$ cat src/pkg/gdm_params.svh
// Constants for the general-purpose data-movement unit.
// What this block does
// - Sixteen general registers in 64-bit mode.
// - Upper eight registers need the extension prefix.
// - All sixteen usable as 64-bit operands.
// - Flags register widened to 64 bits.
// - Instruction pointer widened to 64 bits.
// - Byte, word, dword, qword widths by size.
// - Plain move supports listed source/destination paths.
// - No memory-to-memory or segment-to-segment move.
// - Conditional move writes only when condition holds.
// - Conditional move: 16/32-bit into general register, 64-bit in 64-bit mode.
// - Alternate mnemonics share one condition encoding.
// - Feature query reports conditional move support.
// - Unsigned conditions from carry and zero.
// - Signed conditions from sign, overflow, zero.
// - Single-flag conditions test one flag.
`ifndef GDM_PARAMS_SVH
`define GDM_PARAMS_SVH
// =====================================================================
// Flag bit positions inside the wide flags register.
`define GDM_CARRY_BIT    6'd0
`define GDM_PARITY_BIT   6'd2
`define GDM_ZERO_BIT     6'd6
`define GDM_SIGN_BIT     6'd7
`define GDM_OVERFLOW_BIT 6'd11
// Reset values.
`define GDM_FLAGS_RST    64'h0000_0000_0000_0002
`define GDM_IP_RST       64'h0000_0000_0000_0000
// Feature bit index of conditional move in the feature word.
`define GDM_FEAT_CMOV_BIT 5'd15
// Cycles from issue until an instruction retires.
`define GDM_RETIRE_CYCLES 2'd1
`endif

$ cat src/pkg/gdm_pkg.sv
// Types shared by the data-movement unit.
package gdm_pkg;
  // =====================================================================
  // Operand locations.
  typedef enum logic [2:0] {
    GDM_LOC_GPR = 3'h0,
    GDM_LOC_MEM = 3'h1,
    GDM_LOC_SEG = 3'h2,
    GDM_LOC_CR  = 3'h3,
    GDM_LOC_DR  = 3'h4,
    GDM_LOC_IMM = 3'h5
  } gdm_loc_t;
  // Operand widths.
  typedef enum logic [1:0] {
    GDM_W8  = 2'h0,
    GDM_W16 = 2'h1,
    GDM_W32 = 2'h2,
    GDM_W64 = 2'h3
  } gdm_width_t;
  // Operation kinds.
  typedef enum logic [1:0] {
    GDM_OP_NONE  = 2'h0,
    GDM_OP_MOVE  = 2'h1,
    GDM_OP_CMOVE = 2'h2,
    GDM_OP_FEAT  = 2'h3
  } gdm_op_t;
  // Decoded instruction presented to the unit.
  typedef struct packed {
    gdm_op_t    op;
    gdm_loc_t   src;
    gdm_loc_t   dst;
    logic [3:0] src_reg;
    logic [3:0] dst_reg;
    logic [3:0] cond;
    logic       ext_prefix;
    logic       wide_prefix;
    logic       size_override;
    logic       byte_op;
    logic       default_64;
    logic [3:0] length;
    logic [63:0] imm;
  } gdm_instr_t;
  // Result handed to the register files and memory.
  typedef struct packed {
    logic        valid;
    logic        fault;
    logic        writes;
    gdm_loc_t    dst;
    logic [3:0]  dst_reg;
    gdm_width_t  width;
    logic [63:0] data;
  } gdm_result_t;
endpackage

$ cat src/hw/gdm_cond_eval.sv
// Condition evaluator for the conditional move.
`timescale 1ns/1ps
`include "gdm_params.svh"
module gdm_cond_eval (
  // Inputs.
  input  wire logic [3:0]  cond,
  input  wire logic [63:0] flags,
  // Result.
  output logic             holds
);
  logic carry_flag;    // Carry.
  logic parity_flag;   // Parity.
  logic zero_flag;     // Zero.
  logic sign_flag;     // Sign.
  logic overflow_flag; // Overflow.
  logic base;          // Condition before the low-bit inversion.
  assign carry_flag    = flags[`GDM_CARRY_BIT];
  assign parity_flag   = flags[`GDM_PARITY_BIT];
  assign zero_flag     = flags[`GDM_ZERO_BIT];
  assign sign_flag     = flags[`GDM_SIGN_BIT];
  assign overflow_flag = flags[`GDM_OVERFLOW_BIT];
  // Each pair of alternate names maps onto one code; odd codes invert.
  always_comb begin
    case (cond[3:1])
      3'h0: base = overflow_flag;
      3'h1: base = carry_flag;
      3'h2: base = zero_flag;
      3'h3: base = carry_flag | zero_flag;
      3'h4: base = sign_flag;
      3'h5: base = parity_flag;
      3'h6: base = sign_flag ^ overflow_flag;
      3'h7: base = (sign_flag ^ overflow_flag) |
                   zero_flag;
      default: base = 1'b0;
    endcase
  end
  assign holds = base ^ cond[0];
endmodule

$ cat src/hw/gdm_unit.sv
// Execution unit for plain and conditional moves in 64-bit mode.
`timescale 1ns/1ps
`include "gdm_params.svh"
module gdm_unit (
  // Clock and reset.
  input  wire logic                 clk,
  input  wire logic                 sys_rst,
  // Mode.
  input  wire logic                 long_mode,
  // Instruction issue.
  input  wire logic                 issue_valid,
  input  wire gdm_pkg::gdm_instr_t  issue,
  // Flags produced by the preceding instruction.
  input  wire logic                 flags_wr,
  input  wire logic [63:0]          flags_in,
  // Memory and special register source data.
  input  wire logic [63:0]          mem_rdata,
  input  wire logic [63:0]          side_rdata,
  // Results.
  output gdm_pkg::gdm_result_t      result,
  output logic [63:0]               wide_flags_register,
  output logic [63:0]               wide_instruction_pointer,
  output logic [31:0]               feature_word,
  // Register file read port for debug.
  input  wire logic [3:0]           dbg_sel,
  output logic [63:0]               dbg_data
);
  // =====================================================================
  // State.
  logic [63:0] gpr_r [16];           // Sixteen general registers.
  logic [63:0] flags_r;              // Wide flags register.
  logic [63:0] ip_r;                 // Wide instruction pointer.
  gdm_pkg::gdm_result_t res_r;       // Registered result.
  // Decode signals.
  logic              cond_ok;        // Condition holds.
  logic              path_ok;        // Move path legal.
  logic              reg_ok;         // Register numbers reachable.
  gdm_pkg::gdm_width_t width;        // Effective width.
  logic [63:0]       src_val;        // Raw source.
  logic [63:0]       masked;         // Source cut to width.
  logic [63:0]       flags_now;      // Flags visible to this instruction.
  logic [63:0]       wr_data;        // Value written back.
  logic              dst_gpr;        // Destination is the register file.

  // Forward flags written in the same cycle so the test is never stale.
  assign flags_now = flags_wr ? flags_in : flags_r;

  gdm_cond_eval u_cond (
    .cond  (issue.cond),
    .flags (flags_now),
    .holds (cond_ok)
  );

  // =====================================================================
  // Width selection from default size, prefixes and byte opcodes.
  always_comb begin
    if (issue.byte_op) begin
      width = gdm_pkg::GDM_W8;
    end else if (long_mode && (issue.wide_prefix || issue.default_64)) begin
      width = gdm_pkg::GDM_W64;
    end else if (issue.size_override) begin
      width = gdm_pkg::GDM_W16;
    end else begin
      width = gdm_pkg::GDM_W32;
    end
    if (issue.op == gdm_pkg::GDM_OP_CMOVE && width == gdm_pkg::GDM_W8) begin
      width = gdm_pkg::GDM_W32;
    end
  end

  // Upper registers need the extension prefix and 64-bit mode.
  always_comb begin
    reg_ok = 1'b1;
    if ((issue.src == gdm_pkg::GDM_LOC_GPR && issue.src_reg[3]) ||
        (dst_gpr && issue.dst_reg[3])) begin
      reg_ok = long_mode && issue.ext_prefix;
    end
  end

  // Legal move paths.
  always_comb begin
    path_ok = 1'b0;
    case (issue.op)
      gdm_pkg::GDM_OP_MOVE: begin
        case (issue.dst)
          gdm_pkg::GDM_LOC_GPR: path_ok = 1'b1;
          gdm_pkg::GDM_LOC_MEM:
            path_ok = issue.src == gdm_pkg::GDM_LOC_GPR ||
                      issue.src == gdm_pkg::GDM_LOC_SEG ||
                      issue.src == gdm_pkg::GDM_LOC_IMM;
          gdm_pkg::GDM_LOC_SEG:
            path_ok = issue.src == gdm_pkg::GDM_LOC_GPR ||
                      issue.src == gdm_pkg::GDM_LOC_MEM;
          gdm_pkg::GDM_LOC_CR, gdm_pkg::GDM_LOC_DR:
            path_ok = issue.src == gdm_pkg::GDM_LOC_GPR;
          default: path_ok = 1'b0;
        endcase
        if (issue.dst == gdm_pkg::GDM_LOC_GPR &&
            issue.src == gdm_pkg::GDM_LOC_IMM) begin
          path_ok = 1'b1;
        end
      end
      gdm_pkg::GDM_OP_CMOVE:
        path_ok = issue.dst == gdm_pkg::GDM_LOC_GPR &&
                  (issue.src == gdm_pkg::GDM_LOC_GPR ||
                   issue.src == gdm_pkg::GDM_LOC_MEM);
      gdm_pkg::GDM_OP_FEAT: path_ok = 1'b1;
      default: path_ok = 1'b0;
    endcase
  end

  // Source value selection.
  always_comb begin
    case (issue.src)
      gdm_pkg::GDM_LOC_GPR: src_val = gpr_r[issue.src_reg];
      gdm_pkg::GDM_LOC_MEM: src_val = mem_rdata;
      gdm_pkg::GDM_LOC_IMM: src_val = issue.imm;
      default:              src_val = side_rdata;
    endcase
  end

  // Cut to the effective width.
  always_comb begin
    case (width)
      gdm_pkg::GDM_W8:  masked = {56'h0, src_val[7:0]};
      gdm_pkg::GDM_W16: masked = {48'h0, src_val[15:0]};
      gdm_pkg::GDM_W32: masked = {32'h0, src_val[31:0]};
      default:          masked = src_val;
    endcase
  end

  // Value written back; the feature query returns its word zero-extended.
  assign wr_data = issue.op == gdm_pkg::GDM_OP_FEAT ?
                   {32'h0, feature_word} : masked;
  // The feature query always lands in a general register.
  assign dst_gpr = issue.dst == gdm_pkg::GDM_LOC_GPR ||
                   issue.op == gdm_pkg::GDM_OP_FEAT;

  // =====================================================================
  // Result register; a failed condition still retires but writes nothing.
  always_ff @(posedge clk) begin
    if (sys_rst) begin
      res_r <= '0;
    end else begin
      res_r.valid   <= issue_valid;
      res_r.fault   <= issue_valid && !(path_ok && reg_ok);
      res_r.writes  <= issue_valid && path_ok && reg_ok &&
                       (issue.op != gdm_pkg::GDM_OP_CMOVE || cond_ok) &&
                       issue.op != gdm_pkg::GDM_OP_NONE;
      res_r.dst     <= issue.op == gdm_pkg::GDM_OP_FEAT ?
                       gdm_pkg::GDM_LOC_GPR : issue.dst;
      res_r.dst_reg <= issue.dst_reg;
      res_r.width   <= width;
      res_r.data    <= wr_data;
    end
  end
  assign result = res_r;

  // General register file with sixteen 64-bit entries.
  always_ff @(posedge clk) begin
    if (sys_rst) begin
      for (int i = 0; i < 16; i++) gpr_r[i] <= 64'h0;
    end else if (issue_valid && path_ok && reg_ok && dst_gpr &&
                 (issue.op == gdm_pkg::GDM_OP_MOVE ||
                  issue.op == gdm_pkg::GDM_OP_FEAT ||
                  (issue.op == gdm_pkg::GDM_OP_CMOVE && cond_ok))) begin
      gpr_r[issue.dst_reg] <= wr_data;
    end
  end

  // Wide flags register.
  always_ff @(posedge clk) begin
    if (sys_rst) begin
      flags_r <= `GDM_FLAGS_RST;
    end else if (flags_wr) begin
      flags_r <= long_mode ? flags_in : {32'h0, flags_in[31:0]};
    end
  end

  // Wide instruction pointer advances on each retired instruction.
  always_ff @(posedge clk) begin
    if (sys_rst) begin
      ip_r <= `GDM_IP_RST;
    end else if (issue_valid) begin
      if (long_mode) begin
        ip_r <= ip_r + {60'h0, issue.length};
      end else begin
        ip_r <= {32'h0, ip_r[31:0] + {28'h0, issue.length}};
      end
    end
  end
  assign wide_flags_register      = flags_r;
  assign wide_instruction_pointer = ip_r;

  // Feature word reports conditional move support.
  assign feature_word = 32'h1 << `GDM_FEAT_CMOV_BIT;
  assign dbg_data     = gpr_r[dbg_sel];

  // =====================================================================
  // Assertions.
  cmov_skip_a: assert property (@(posedge clk) disable iff (sys_rst)
    issue_valid && issue.op == gdm_pkg::GDM_OP_CMOVE && !cond_ok
    |=> !res_r.writes) else $error("conditional move wrote on false");
  cmov_take_a: assert property (@(posedge clk) disable iff (sys_rst)
    issue_valid && issue.op == gdm_pkg::GDM_OP_CMOVE && cond_ok &&
    path_ok && reg_ok |=> res_r.writes) else $error("cmove not taken");
  mem_mem_a: assert property (@(posedge clk) disable iff (sys_rst)
    issue_valid && issue.src == gdm_pkg::GDM_LOC_MEM &&
    issue.dst == gdm_pkg::GDM_LOC_MEM |=> res_r.fault && !res_r.writes)
    else $error("memory to memory move accepted");
  seg_seg_a: assert property (@(posedge clk) disable iff (sys_rst)
    issue_valid && issue.op == gdm_pkg::GDM_OP_MOVE &&
    issue.src == gdm_pkg::GDM_LOC_SEG && issue.dst == gdm_pkg::GDM_LOC_SEG
    |=> res_r.fault) else $error("segment to segment move accepted");
  ext_reg_a: assert property (@(posedge clk) disable iff (sys_rst)
    issue_valid && issue.dst == gdm_pkg::GDM_LOC_GPR && issue.dst_reg[3] &&
    !issue.ext_prefix |=> !res_r.writes) else $error("upper reg no prefix");
  wide_op_a: assert property (@(posedge clk) disable iff (sys_rst)
    issue_valid && long_mode && issue.wide_prefix && !issue.byte_op
    |=> res_r.width == gdm_pkg::GDM_W64) else $error("64-bit width missed");
  cmov_width_a: assert property (@(posedge clk) disable iff (sys_rst)
    issue_valid && issue.op == gdm_pkg::GDM_OP_CMOVE && !long_mode |=>
    res_r.width inside {gdm_pkg::GDM_W16, gdm_pkg::GDM_W32})
    else $error("cmove width");
  ip_step_a: assert property (@(posedge clk) disable iff (sys_rst)
    issue_valid && long_mode |=>
    ip_r == $past(ip_r) + {60'h0, $past(issue.length)})
    else $error("instruction pointer step wrong");
  feat_a: assert property (@(posedge clk) disable iff (sys_rst)
    feature_word[`GDM_FEAT_CMOV_BIT]) else $error("feature bit clear");
  cmov_taken_c: cover property (@(posedge clk)
    issue_valid && issue.op == gdm_pkg::GDM_OP_CMOVE && cond_ok);
  cmov_skip_c: cover property (@(posedge clk)
    issue_valid && issue.op == gdm_pkg::GDM_OP_CMOVE && !cond_ok);
  fwd_flags_c: cover property (@(posedge clk)
    issue_valid && flags_wr && issue.op == gdm_pkg::GDM_OP_CMOVE);
endmodule

$ cat config.mk
export PLATFORM = sky130hd
export DESIGN_NAME = gdm_unit
export DESIGN_NICKNAME = d
export VERILOG_FILES = /design/src/pkg/gdm_pkg.sv /design/src/hw/gdm_cond_eval.sv /design/src/hw/gdm_unit.sv
export VERILOG_INCLUDE_DIRS = /design/src /design/src/pkg
export SDC_FILE = /design/constraint.sdc
export NUM_CORES = 2
export LEC_CHECK = 0
export BUFFER_PORTS_ARGS = -buffer_cell sky130_fd_sc_hd__buf_2
export CAP_MARGIN = 0
export CORE_MARGIN = 2
export CORE_UTILIZATION = 60
export CTS_CLUSTER_SIZE = 12
export DETAILED_ROUTE_END_ITERATION = 7
export GPL_ROUTABILITY_DRIVEN = 0
export PLACE_DENSITY = 0.81
export REMOVE_ABC_BUFFERS = 1
export SLEW_MARGIN = 20
export SYNTH_ARGS = -nofsm -noshare
export SYNTH_HDL_FRONTEND = slang
export SYNTH_SLANG_ARGS = --single-unit
$ cat constraint.sdc
create_clock -name clk -period 7.8 [get_ports clk]
set_input_delay 0.39 -clock clk [delete_from_list [all_inputs] [get_ports clk]]
set_output_delay 0.39 -clock clk [all_outputs]
set_load 0.1 [all_outputs]
; Word level (Yosys, flattened, before mapping)
; Memories as Yosys holds them, arrays and structs flattened.
; Index checks and enable logic that the tools add are counted.
; Widths: inputs -> output; s select.
[op_classes]
eq_ne = 20
reduce_logical = 35
muxes = 23
n_addsub = 2
bitwise = 4
[op_table]
columns = operator, count
row1 = $pmux 64 s3, 2
row2 = $mux 64, 4
row3 = $add 64x4->64, 1
row4 = $reduce_or 64->1, 1
row5 = $add 32x4->32, 1
row6 = $eq 3x3->1 const B, 6
row7 = $logic_and 1x1->1, 16
row8 = $eq 3x2->1 const B, 5
row9 = $mux 12, 1
row10 = $eq 3x1->1 const B, 3
row11 = $logic_not 3->1, 3
row12 = $logic_or 1x1->1, 9
row13 = $mux 1, 8
row14 = $mux 2, 4
row15 = $pmux 1 s8, 1
row16 = $eq 2x2->1 const B, 3
row17 = $eq 2x1->1 const B, 2
row18 = $logic_not 2->1, 2
row19 = $mux 4, 1
row20 = $pmux 1 s4, 1
row21 = $reduce_or 2->1, 2
row22 = $pmux 1 s3, 1
row23 = $ne 2x2->1 const B, 1
row24 = $or 1x1->1, 2
row25 = other kinds (3), 4
[totals]
mem_bits_rw = 1024
reg_bits = 204
out_inout_bits = 300
inputBits = 294
memories = 1
word_cells = 94
[memory_table]
columns = name, depth, width, rd, rd_clocked_by_memory_dff, write_ports, line
row1 = gpr_r, 16, 64, 2, 0, 16, gdm_unit.sv:30  ; logic [63:0] gpr_r [16];

; Longest topological paths before layout
[logic_depth]
depth_word = 15
ltp_mapped = 11

; Modules after synthesis
; Synthesis repeated with hierarchy kept, for this count alone.
[unflattened]
hier_cells = 4786
area_unflattened_um2 = 62552.5
[modules_own_cells]
columns = mod, area_per_inst_um2, seq_area_each_um2, instances, cells_per_inst
row1 = gdm_unit, 62473.7, 34833.4, 1, 4774
row2 = gdm_cond_eval, 78.8, 0.0, 1, 12

; Least setup slack after synthesis
; OpenSTA, ideal clock, no wires.
[synth_path]
path_kind = register -> register
start = register flags_r[7] (netlist: wide_flags_register[7])
end = memory gpr_r[9][0], enable pin
setup_slack_ns = 1.826
path_buffers = 3
stages_incl_launch_ff = 10
required_time_ns = 7.301
synth_period_minus_slack_ns = 5.974
setup_time_ns = 0.499
t_arrival_ns = 5.474
cell_sequence = dfxtp_1 -> mux2i_1 -> xor2_1 -> nand3_1 -> a311oi_1 -> buf_2 -> o31ai_2 -> buf_2 -> buf_2 -> o21bai_1
[synth_lines]
columns = item, line
row1 = "start, declared", gdm_unit.sv:31  ; logic [63:0] flags_r;
row2 = "start signal, assigned", gdm_unit.sv:174  ; flags_r <= `GDM_FLAGS_RST;
row3 = "start signal, assigned", gdm_unit.sv:176  ; flags_r <= long_mode ? flags_in : {32'h0, flags_in[31:0]};
row4 = "end, declared", gdm_unit.sv:30

==> metrics.md <==
| Metric | Value |
|---|---|
| Ports | 594 |
| R2r setup slk | about 3.3 ns |
| Met3 usage | 12.4% |
| Commonest cells after routing, fill and taps aside | edfxtp_1, nor2_1, buf_2 |
| EDFF count, synth | about 1000 |
| Max Fclk | 219 MHz |
| Tot GR Track Use | between 30 and 40% |
| Area of the multi-input gates | about 25000 um2 |
| Critical path class | input pin to register |
| Final hold vios | 0 |
| Pwr Density | approximately 220 nW/um2 |
| Layer with the highest usage | met2 |
| Share of the synthesized area in the top cell type | between 40% and 50% |
| Worst setup endpoint | gpr_r[4][63] |
| Max VDD drop | 0.202 mV |
| Worst Path Required | about 8 ns |
| R2r startpoint | wide_flags_register[6] |
| Setup TNS | 0 ns |
| Detail Route Antenna Nets | 0 |
| Synth Instances | 4580 |
| Pleak | approximately 0.025 uW |
| DRT iter0 DRCs | between 7000 and 8000 |
| Die Ht | 326 um |
| Die ar. | between 100000 and 150000 um2 |
| CP Launch Type | input pin |
| Pwr Total | ~16000 uW |
| Worst hold path class | input pin to register |
| Detailed Route WL | 207000 um |
| Most used DFF post-synth | edfxtp_1 |
| Synth Cell Area | 62300 um2 |
| FF-to-FF End | gpr_r[14][44] |
| Std-Cell Rows | between 100 and 150 |
| M2 GR Usage | 59.2% |
| Fin area | 70700 um2 |
| Fin cells | roughly 6400 |
| FILL cells | 6719 |
| Final clock skew | 0.0265 ns |
| Fraction of registers with async set/reset | 0% |
| Area contributors post-synth | edfxtp_1, mux4_2, dfxtp_1 |
| Layout area overhead | 13.4% |
| Number of CTS-inserted buffers | between 100 and 150 |
| # port buffers | roughly 560 |
| Crit path from | issue[87] |
| Layout cells sized above 1 | roughly 30% |
| Most common cell after layout, fill and taps aside | edfxtp_1 |
| Tmin final | approximately 4.6 ns |
| Insertion delay to the later sink of the worst-skew pair | around 0.76 ns |
| Final number of setup-violating endpoints | 0 |
| Initial antenna violation count | 16 |
| H-tree depth reported by CTS | 4 |
| Max Cap Viol | 0 |
| First-pass DRT Iterations | 8 |
| Clk root buf | clkbuf_16 |
| CTS sink cnt | ~1200 |
| RSZ-0062 raised after global routing | false |
| DRC | 0 |
| First-pass GRT wire length | 301000 um |
| CP endpoint kind | register |
| Relative slew slack | about 15% |
| Initial Util | between 60% and 70% |
| Clock transition at path regs | roughly 0.06 ns |
| Worst EP arrival | just under 5 ns |
| Cell taking the most area after synthesis | edfxtp_1 |
| Period utilization | about three fifths |
| Synth Register Bits | 1228 |
| Slew @ Worst Pin | around 1.3 ns |
| Status | complete, no violations |
| FF-to-FF path depth | 8 |
| Grt total ovfl | 0 |
| Ys Warns | 0 |
| Die Wd | approximately 330 um |
| FF/Latch Area | 34800 um2 |
| Max Slew Vio Count | 0 |
| Routed len/inst | ~32 um |
| Post-synth cell types | 60 |
| Utilization after layout | 68.4% |
| Vias in the first global route | between 40000 and 50000 |
| Syn_area_per_cell | ~14 um2 |
| Dpl hpwl | approximately 120000 um |
| Pin count of the biggest net entering global routing | 167 |
| Setup Fix Bufs, Post-CTS | 0 |
| CP max FO | 35 |
| Via Count | 46300 |
| Seq/Total Area, Yosys | 55.9% |
| CTS max path bufs | 3 |
| Core Box Area | 103000 um2 |
| Placed Area | between 60000 and 70000 um2 |
| Fin nets | 5226 |
| Grt met1 use | between 40% and 50% |
| Cells after DPL | 6101 |
| CTS tree | done |
| Via/cell ratio | ~7.2 |
[cells in the mapped netlist, types with 28 or more instances]
master	count
a211oi_1	39
a21oi_1	138
buf_1	48
buf_2	209
buf_4	62
clkbuf_1	202
dfxtp_1	204
edfxtp_1	1024
mux2_2	56
mux2i_1	152
mux4_2	517
nand2_1	34
nor2_1	773
nor2b_1	76
nor3_1	527
o21ai_0	72
o21bai_1	28
o221ai_1	44
o221ai_2	63
o22ai_1	30
[sequential cells by signal, indices dropped and copies added (netlist names)]
register                  flops
result                       76
gpr_r                      1024
wide_instruction_pointer     64
wide_flags_register          64
[kinds of logic after synthesis]
group | synth area share, %
AND/OR/NAND/NOR | 11.6
flip-flops | 55.9
multiplexers | 22.2
buffers and inverters | 4.15
AO/OA/AOI/OAI | 5.67
XOR/XNOR | 0.422
adder cells (fa/ha/maj) | 0.112
other | 0.0120
[per-layer routing]
layer / wire length [um] / vias up
met3: 31800 / 849
met2: 95700 / 4409
li1: - / 18500
met5: 120 / -
met1: 65200 / 22600
met4: 14500 / 20
[worst min-delay path by stage]
stage,startpoint,endpoint,slack [ns],depth (start not counted)
3_3_place_gp,wide_instruction_pointer[63],wide_instruction_pointer[63],0.46,2
4_1_cts,issue_valid,wide_instruction_pointer[2],0.04,2
3_5_place_dp,wide_flags_register[19],wide_flags_register[19],0.48,2
5_1_grt,issue[80],result[69],0.08,2
6_report,sys_rst,wide_instruction_pointer[19],0.06,2
2_1_floorplan,sys_rst,result[66],0.46,1
[final cells by class]
cell class | count | area share [%]
sequential | 1228 | 49.3
multi-input combinational | 2839 | 36.1
timing repair buffer | 711 | 6.16
clock buffer | 200 | 5.40
tap | 1380 | 2.44
clock inverter | 37 | 0.535
inverter | 15 | 0.0815
antenna | 8 | 0.0283
[worst max-delay path, stage by stage]
cell and delay [ns]:
dlygate4sd3_1 0.56, buf_2 0.18, nor3_1 0.36, nor2_1 0.10, or4_1 0.55, nor3_2 0.84, o311ai_4 0.23, buf_4 0.36
nand2b_4 0.56, buf_4 0.70
[what timing repair did]
item / in CTS / in global routing
resized for setup: 0 / 0
setup endpoints to repair: 0 / 0
endpoints found under the hold margin: 70 / 0
hold buffers: 71 / 0
[per-stage QoR]
stage	setup WS (ns)	hold slack [ns]
after floorplan	-26.64	0.457
after global placement	2.85	0.463
after detailed placement	2.82	0.480
after CTS	3.37	0.0370
after global routing	3.22	0.0793
final	3.22	0.0584
[where the power goes]
part	internal, uW	switching (uW)	leakage [uW]
registers	7260	100	0.0127
logic	629	1660	0.0103
clock network	3550	2650	0.00205
(Power assumes the default switching activity.)
